[src/rtl/tsp_pkg.sv]
// Constants for the training and set-point mode register block.
// Assumes mode register addresses are six bits and operands eight bits.
package tsp_pkg;

  // ----------------------------------------------------------------
  // Mode register addresses
  // ----------------------------------------------------------------
  localparam logic [5:0] ADDR_CA_REF = 6'h0c;
  localparam logic [5:0] ADDR_CTRL   = 6'h0d;

  // ----------------------------------------------------------------
  // Control register bit positions
  // ----------------------------------------------------------------
  localparam int CTRL_CBT_BIT   = 0;
  localparam int CTRL_RPT_BIT   = 1;
  localparam int CTRL_VRO_BIT   = 2;
  localparam int CTRL_FAST_BIT  = 3;
  localparam int CTRL_RRO_BIT   = 4;
  localparam int CTRL_DMD_BIT   = 5;
  localparam int CTRL_WRSEL_BIT = 6;
  localparam int CTRL_OPSEL_BIT = 7;

  // ----------------------------------------------------------------
  // Reference setting register layout
  // ----------------------------------------------------------------
  localparam int REF_RANGE_BIT = 6;
  localparam int REF_CODE_MSB  = 5;
  localparam int REF_WIDTH     = 7;

  // ----------------------------------------------------------------
  // Reset values and code limits
  // ----------------------------------------------------------------
  localparam logic [7:0] CTRL_RESET   = 8'h00;
  localparam logic [6:0] REF_RESET    = 7'h5d;
  localparam logic [5:0] REF_CODE_MAX = 6'h32;

  // ----------------------------------------------------------------
  // Refresh-rate report codes
  // ----------------------------------------------------------------
  localparam logic [2:0] RR_CODE_A   = 3'h1;
  localparam logic [2:0] RR_CODE_B   = 3'h2;
  localparam logic [2:0] RR_CODE_SUB = 3'h3;

  // ----------------------------------------------------------------
  // Command bus training states
  // ----------------------------------------------------------------
  typedef enum logic [2:0] {
    ST_NORMAL  = 3'b001,
    ST_CBT     = 3'b010,
    ST_CBT_CAP = 3'b100
  } tsp_state_type;

endpackage

[src/rtl/tsp_sp_copy.sv]
// One set-point copy of the command/address reference setting.
// Assumes the parent decodes the write strobe for this copy only.
`timescale 1ns/1ps
`default_nettype none

module tsp_sp_copy
  import tsp_pkg::*;
(
  // Clock and reset.
  input  wire logic                 sys_clk,
  input  wire logic                 rst,
  // Write port.
  input  wire logic                 wr_en,
  input  wire logic [REF_WIDTH-1:0] wr_data,
  // Stored setting.
  output logic      [REF_WIDTH-1:0] ref_q
);

  // ----------------------------------------------------------------
  // Storage
  // ----------------------------------------------------------------

  always_ff @(posedge sys_clk) begin
    if (rst) begin
      ref_q <= REF_RESET;
    end else if (wr_en) begin
      ref_q <= wr_data;
    end
  end

endmodule

`default_nettype wire

[src/rtl/tsp_mode_regs.sv]
// Training and frequency set-point mode registers of the DRAM die.
// Assumes mode register commands arrive decoded on sys_clk, while CKE
// and the CA pins are asynchronous and pass a two-flop synchroniser.
//
// Functional notes
// - Codes above 110010 flagged reserved.
// - Bit 6 selects reference range.
// - Separate reference copy per set point.
// - Control bit 0 enters command training.
// - Training with CKE low echoes CA on DQ.
// - Bit 1 enables read preamble training.
// - Reference output uses DQ6 and DQ7.
// - Reference output shows operating set point.
// - Bit 3 selects fast-settling reference.
// - Refresh option applies only if feature set.
// - Option cleared maps 001/010 to 011.
// - Self-refresh compensation ignores refresh option.
// - Bit 5 set disables data masking.
// - Writes go to write-selected copy.
// - Operation uses operating-selected copy.
// - Reads come from write-selected copy.
// - Inactive copy never affects operation.
// - Range held until overwritten or reset.
`timescale 1ns/1ps
`default_nettype none

module tsp_mode_regs
  import tsp_pkg::*;
(
  // Clock and reset.
  input  wire logic       sys_clk,
  input  wire logic       rst,
  // Decoded mode register commands.
  input  wire logic       mrw_valid,
  input  wire logic       mrr_valid,
  input  wire logic [5:0] mr_addr,
  input  wire logic [7:0] mrw_data,
  output logic [7:0]      mrr_data_q,
  output logic            mrr_done_q,
  // Asynchronous pins.
  input  wire logic       cke,
  input  wire logic [5:0] ca,
  // Data bus during training.
  output logic [7:0]      dq_out_q,
  output logic [7:0]      dq_oe_q,
  output logic            cmd_ignore_q,
  // Mode outputs.
  output logic            read_preamble_training_q,
  output logic            reference_fast_settle_q,
  output logic            data_mask_enable_q,
  output logic            operating_set_point_q,
  // Active reference setting and probe outputs.
  output logic [5:0]      ca_reference_level_q,
  output logic            ca_reference_range_q,
  output logic            ca_reference_legal_q,
  output logic            probe_dq6_en_q,
  output logic            probe_dq7_en_q,
  // Refresh-rate report and masked write check.
  input  wire logic       feature_rr_option,
  input  wire logic [2:0] raw_refresh_code,
  input  wire logic [2:0] raw_temp_compensated_self_refresh_code,
  output logic [2:0]      refresh_rate_report_q,
  output logic [2:0]      temp_compensated_self_refresh_code_q,
  input  wire logic       masked_wr_cmd,
  output logic            masked_wr_illegal_q
);

  // ----------------------------------------------------------------
  // Helper
  // ----------------------------------------------------------------

  // Picks one of the two set-point copies.
  function automatic logic [REF_WIDTH-1:0] pick_copy(
    input logic [REF_WIDTH-1:0] c0,
    input logic [REF_WIDTH-1:0] c1,
    input logic                 sel
  );
    pick_copy = sel ? c1 : c0;
  endfunction

  // ----------------------------------------------------------------
  // Pin synchronisers
  // ----------------------------------------------------------------
  logic       cke_s1_q;
  logic       cke_s2_q;
  logic [5:0] ca_s1_q;
  logic [5:0] ca_s2_q;

  // The first stage feeds only the second, so metastability stays put.
  always_ff @(posedge sys_clk) begin
    if (rst) begin
      cke_s1_q <= 1'b0;
      cke_s2_q <= 1'b0;
      ca_s1_q  <= 6'h00;
      ca_s2_q  <= 6'h00;
    end else begin
      cke_s1_q <= cke;
      cke_s2_q <= cke_s1_q;
      ca_s1_q  <= ca;
      ca_s2_q  <= ca_s1_q;
    end
  end

  // ----------------------------------------------------------------
  // Training state machine
  // ----------------------------------------------------------------
  tsp_state_type state_q;
  tsp_state_type state_d;
  logic [7:0]    ctrl_q;
  logic [7:0]    ctrl_d;

  // Commands are dropped while the CA bus is being echoed.
  wire capturing = (state_q == ST_CBT_CAP);
  wire wr_hit    = mrw_valid && !capturing;
  wire ctrl_wr   = wr_hit && (mr_addr == ADDR_CTRL);
  wire ref_wr    = wr_hit && (mr_addr == ADDR_CA_REF);
  wire cbt_bit   = ctrl_q[CTRL_CBT_BIT];

  always_comb begin
    state_d = state_q;
    case (state_q)
      ST_NORMAL: begin
        if (cbt_bit) begin
          state_d = ST_CBT;
        end
      end
      ST_CBT: begin
        if (!cbt_bit) begin
          state_d = ST_NORMAL;
        end else if (!cke_s2_q) begin
          state_d = ST_CBT_CAP;
        end
      end
      ST_CBT_CAP: begin
        if (cke_s2_q) begin
          state_d = ST_CBT;
        end
      end
      default: begin
        state_d = ST_NORMAL;
      end
    endcase
  end

  always_ff @(posedge sys_clk) begin
    if (rst) begin
      state_q <= ST_NORMAL;
    end else begin
      state_q <= state_d;
    end
  end

  // ----------------------------------------------------------------
  // Control register
  // ----------------------------------------------------------------

  assign ctrl_d = ctrl_wr ? mrw_data : ctrl_q;

  always_ff @(posedge sys_clk) begin
    if (rst) begin
      ctrl_q <= CTRL_RESET;
    end else begin
      ctrl_q <= ctrl_d;
    end
  end

  wire wr_sel = ctrl_q[CTRL_WRSEL_BIT];
  wire op_sel = ctrl_q[CTRL_OPSEL_BIT];

  // ----------------------------------------------------------------
  // Set-point copies of the reference setting
  // ----------------------------------------------------------------
  logic [REF_WIDTH-1:0] copy_ref [2];

  genvar gi;
  generate
    for (gi = 0; gi < 2; gi++) begin : g_copy
      wire copy_wr = ref_wr && (wr_sel == 1'(gi));
      tsp_sp_copy u_copy (
        .sys_clk (sys_clk),
        .rst     (rst),
        .wr_en   (copy_wr),
        .wr_data (mrw_data[REF_WIDTH-1:0]),
        .ref_q   (copy_ref[gi])
      );
    end
  endgenerate

  // reads come from the write-selected copy, which may be the other one.
  wire [REF_WIDTH-1:0] op_ref = pick_copy(copy_ref[0], copy_ref[1], op_sel);
  wire [REF_WIDTH-1:0] rd_ref = pick_copy(copy_ref[0], copy_ref[1], wr_sel);

  wire code_legal = (op_ref[REF_CODE_MSB:0] <= REF_CODE_MAX);

  // ----------------------------------------------------------------
  // Mode register read
  // ----------------------------------------------------------------

  // The control register is write-only and unmapped addresses read zero.
  wire [7:0] rd_word = (mr_addr == ADDR_CA_REF) ? {1'b0, rd_ref} : 8'h00;

  always_ff @(posedge sys_clk) begin
    if (rst) begin
      mrr_data_q <= 8'h00;
      mrr_done_q <= 1'b0;
    end else begin
      mrr_done_q <= mrr_valid && !capturing;
      mrr_data_q <= (mrr_valid && !capturing) ? rd_word : 8'h00;
    end
  end

  // ----------------------------------------------------------------
  // Command bus training data path
  // ----------------------------------------------------------------

  // echo CA onto DQ, ignore commands.
  always_ff @(posedge sys_clk) begin
    if (rst) begin
      dq_out_q     <= 8'h00;
      dq_oe_q      <= 8'h00;
      cmd_ignore_q <= 1'b0;
    end else begin
      cmd_ignore_q <= (state_d == ST_CBT_CAP);
      dq_oe_q      <= (state_d == ST_CBT_CAP) ? 8'h3f : 8'h00;
      dq_out_q     <= (state_d == ST_CBT_CAP) ? {2'b00, ca_s2_q} : 8'h00;
    end
  end

  // ----------------------------------------------------------------
  // Mode and reference outputs
  // ----------------------------------------------------------------

  // option honoured only with feature bit.
  // substitute 011 for 001 and 010.
  wire rr_sub = feature_rr_option && !ctrl_q[CTRL_RRO_BIT] &&
                ((raw_refresh_code == RR_CODE_A) ||
                 (raw_refresh_code == RR_CODE_B));
  wire [2:0] rr_code = rr_sub ? RR_CODE_SUB : raw_refresh_code;

  // Registered so every mode output stays glitch free at the pins.
  always_ff @(posedge sys_clk) begin
    if (rst) begin
      read_preamble_training_q <= 1'b0;
      reference_fast_settle_q  <= 1'b0;
      data_mask_enable_q       <= 1'b1;
      operating_set_point_q    <= 1'b0;
      ca_reference_level_q     <= REF_RESET[REF_CODE_MSB:0];
      ca_reference_range_q     <= REF_RESET[REF_RANGE_BIT];
      ca_reference_legal_q     <= 1'b1;
      probe_dq6_en_q           <= 1'b0;
      probe_dq7_en_q           <= 1'b0;
      refresh_rate_report_q    <= 3'h0;
      temp_compensated_self_refresh_code_q              <= 3'h0;
      masked_wr_illegal_q      <= 1'b0;
    end else begin
      read_preamble_training_q <= ctrl_q[CTRL_RPT_BIT];
      reference_fast_settle_q  <= ctrl_q[CTRL_FAST_BIT];
      // masking off when bit 5 set.
      data_mask_enable_q       <= !ctrl_q[CTRL_DMD_BIT];
      operating_set_point_q    <= op_sel;
      // range bit of the active copy.
      ca_reference_range_q     <= op_ref[REF_RANGE_BIT];
      ca_reference_level_q     <= op_ref[REF_CODE_MSB:0];
      ca_reference_legal_q     <= code_legal;
      // the probed level is the operating copy.
      probe_dq6_en_q           <= ctrl_q[CTRL_VRO_BIT];
      probe_dq7_en_q           <= ctrl_q[CTRL_VRO_BIT];
      refresh_rate_report_q    <= rr_code;
      temp_compensated_self_refresh_code_q              <= raw_temp_compensated_self_refresh_code;
      // flag a masked write while disabled.
      masked_wr_illegal_q      <= masked_wr_cmd && ctrl_q[CTRL_DMD_BIT];
    end
  end

endmodule

`default_nettype wire

[config.mk]
export PLATFORM = sky130hd
export DESIGN_NAME = tsp_mode_regs
export DESIGN_NICKNAME = d
export VERILOG_FILES = /design/src/rtl/tsp_pkg.sv /design/src/rtl/tsp_sp_copy.sv /design/src/rtl/tsp_mode_regs.sv
export SDC_FILE = /design/constraint.sdc
export NUM_CORES = 1
export LEC_CHECK = 0
export BUFFER_PORTS_ARGS = -buffer_cell sky130_fd_sc_hd__clkbuf_2
export CAP_MARGIN = 20
export CORE_MARGIN = 2
export CORE_UTILIZATION = 40
export DETAILED_ROUTE_END_ITERATION = 8
export HOLD_SLACK_MARGIN = 0.1
export PLACE_DENSITY_LB_ADDON = 0.08
export SYNTH_ARGS = -nofsm -noshare
export SYNTH_HDL_FRONTEND = slang
export SYNTH_SLANG_ARGS = --single-unit
[constraint.sdc]
create_clock -name sys_clk -period 3.2 [get_ports sys_clk]
set_clock_uncertainty 0.2 [all_clocks]
set_input_delay 0.48 -clock sys_clk [delete_from_list [all_inputs] [get_ports sys_clk]]
set_output_delay 0.48 -clock sys_clk [all_outputs]
set_load 0.02 [all_outputs]
==> results.py <==
metrics = {
    "sta": {
        "slew_violations": 0,
        "fmax_mhz": 488,
        "finalSetupViolCount": 0,
        "worst-slew-pin-transition_ns": 0.669,
        "relSlewSlack_pct": 55.3,
        "rsz0062_at_grt": "no",
        "fin_crit_sh_pct": 64.0,
        "fin_crit_ns": 2.05,
        "hold_ws_ns": 0.143,
        "tns_ns": 0,
        "setup_slack_ns": 1.15,
        "hold_viol_final": 0,
    },
    "global_routing": {
        "grt_use_total_pct": 14.1,
        "overflow": 0,
        "grt_max_degree": 57,
        "grt_antenna_before_repair": 0,
        "grt_pass1_wl_um": 7990,
        "grt_pass1_vias": 1644,
    },
    "routing": {
        "drtIter0Drc": 80,
        "drt_pass1_iterations": 4,
        "route.met2.wl_um": 2100,
        "vias": 1806,
        "m1WireLength_um": 2400,
        "drc_errors": 0,
        "highest-signal-layer": "met4",
        "ant_nets": 0,
        "wl_met3_um": 293,
        "routed_via_density": 4.57,
        "drt_wl_total_um": 4870,
        "wl_per_cell_um": 12.3,
    },
    "run": {
        "drv_cap": 0,
    },
    "worst_setup_path": {
        "cp-end-kind": "flip-flop",
        "crit_path_max_fanout": 7,
        "worst_ep_required_time_ns": 3.21,
        "worst-path-buf-inv": 1,
        "crit_chain": "clkbuf_2 > or4b_4 > or4b_1 > mux2i_1",
        "path_class": "input pin to flip-flop",
        "r2r_end": "g_copy[0].u_copy.ref_q[3]",
        "reg2reg_depth": 3,
        "crit_arrival_ns": 2.05,
        "regToRegSetupSlack_ns": 1.29,
        "start_kind": "input pin",
        "critPathSlowestCell": "or4b_1",
        "crit_path_max_incr_delay_ns": 0.74,
        "r2r-start": "state_q[0]",
        "crit_family": "simple AND/OR/NAND/NOR gates",
    },
    "layout": {
        "final_nets": 347,
        "area_delta_synth_final_pct": 22.6,
        "drive_above_1_share_pct": 31.4,
        "final_cell_mix": "74 x dfxtp_1, 74 x clkbuf_2, 31 x nor2b_1, 28 x mux2i_1, 27 x nor2_1",
        "fin_area_um2": 3240,
        "antenna_cells": 0,
        "fin_util_pct": 50.7,
    },
    "placement": {
        "pre_cts_slack_ns": 0.809,
        "place_congestion": 0.756,
        "placed_area_um2": 3000,
        "hpwl_um": 3420,
        "portBuffers": 74,
    },
    "clock_tree": {
        "path_clk_slew_ns": 0.07,
        "cts_tree": "yes",
        "cts.sinks": 74,
        "numCtsBuffers": 9,
        "cts_buffer_depth": 2,
        "cts_hold_buf": 0,
        "cts_setup_buffers": 0,
        "cts_root_buf": "clkbuf_8",
        "clock_latency_ns": 0.33,
        "cts_resized": 0,
        "cts_max_level": 3,
    },
    "hold_path": {
        "min_path_type": "input pin to flip-flop",
        "min_path_cells": 3,
        "hold-path-endpoint": "masked_wr_illegal_q",
        "holdCritStartpoint": "masked_wr_cmd",
    },
    "floorplanning": {
        "die_h_um": 85.3,
        "die_area_um2": 7270,
        "initial_utilization_pct": 41.4,
        "core_area_um2": 6390,
        "fp-row-count": 29,
        "die_w_um": 85.3,
        "io_pins": 80,
    },
    "yosys": {
        "netlist_top_cells_area": "dfxtp_1 56%, mux2i_1 11%, nor2b_1 7.3%, nor2_1 3.8%, nand2b_1 3.8%",
        "ys_ff_latch": 74,
        "ys_warn_count": 0,
        "ys_seq_area_share_pct": 56.1,
        "synth_top_area_cell": "dfxtp_1",
        "ys_types": 34,
        "syn-cell-area_um2": 2640,
        "netlist_instances": 246,
        "postSynthAreaPerCell_um2": 10.7,
        "netlist.area_leader.share_pct": 56.1,
    },
    "power_and_ir_drop": {
        "p_leak_nw": 1.47,
        "irDropWorstVdd_mv": 0.235,
        "powerDensity_nw_per_um2": 579,
    },
    "outcome": {
        "status": "complete, no violations",
    },
}
worst reg2reg max path, delay by kind of cell (launching register included):
kind             cells  cell delay [ns]
flip-flops           1             0.47
multiplexers         1             0.20
AND/OR/NAND/NOR      2             0.91
cell usage after synthesis, drive strengths merged:
cell,number
a2111oi,2
buf,15
xor2,1
and2,7
nor2b,31
or2,1
nand3,2
nand2b,16
nor3,2
dfxtp,74
a211oi,2
nand3b,3
or4b,2
or3b,2
mux2i,28
nor2,27
nand2,2
clkbuf,8
o21ai,2
a21oi,4
conb,1
nor3b,2
mux2,3
a211o,4
nand4b,1
and3b,1
or4,1
inv,2
how the worst max path moves through the flow:
stage	endpoint	cells past startpoint	slack, ns	start
2_1_floorplan	ctrl_q[2]	3	1.03	mr_addr[1]
3_3_place_gp	g_copy[0].u_copy.ref_q[6]	4	0.83	mr_addr[1]
3_5_place_dp	g_copy[1].u_copy.ref_q[3]	4	0.81	mr_addr[1]
4_1_cts	g_copy[1].u_copy.ref_q[1]	4	1.16	mr_addr[1]
5_1_grt	g_copy[0].u_copy.ref_q[6]	4	1.12	mr_addr[1]
6_report	g_copy[1].u_copy.ref_q[5]	4	1.15	mr_addr[1]
cell families after synthesis:
group	after synthesis	synth area share [%]
compound gates	14	3.93
flops	74	56.1
xor+xnor	1	0.332
mux	31	11.9
simple gates	100	22.0
other cells	1	0.142
buf+inv	25	5.59
per-stage QoR:
| step | total power [W] | std cells |
|---|---|---|
| floorplan | 0.00101 | 250 |
| global placement | 0.00104 | 380 |
| detailed placement | 0.00104 | 380 |
| CTS | 0.00189 | 395 |
| global route | 0.00195 | 395 |
| finish | 0.00188 | 395 |
cell type report:
| class | instances | area, µm² |
|---|---|---|
| fillers | 593 | 3150 |
| inverters | 2 | 7.51 |
| multi-input cells | 151 | 1030 |
| repair buffers | 76 | 385 |
| well taps | 77 | 96.3 |
| clock buffers | 10 | 138 |
| clock inverters | 5 | 103 |
| flip-flops and latches | 74 | 1480 |
flip-flops by register name, summed over array words and instances (netlist names), 3 cells and up:
name                                  count
g_copy.u_copy.ref_q                      14
ctrl_q                                    8
mrr_data_q                                7
ca_reference_level_q                      6
ca_s1_q                                   6
ca_s2_q                                   6
dq_out_q                                  6
refresh_rate_report_q                     3
state_q                                   3
temp_compensated_self_refresh_code_q      3
report_power, final:
group	internal (W)	leakage [nW]	switching, W
logic	0.0000346	0.747	0.0000438
clock network	0.000534	0.118	0.000325
registers	0.000935	0.602	0.00000393
metal layers:
metal	up-vias	global-route usage [%]
li1	930	-
met1	815	20.0
met2	53	20.0
met3	8	3.70
met4	0	6.93
met5	-	0
(Power assumes the default switching activity.)
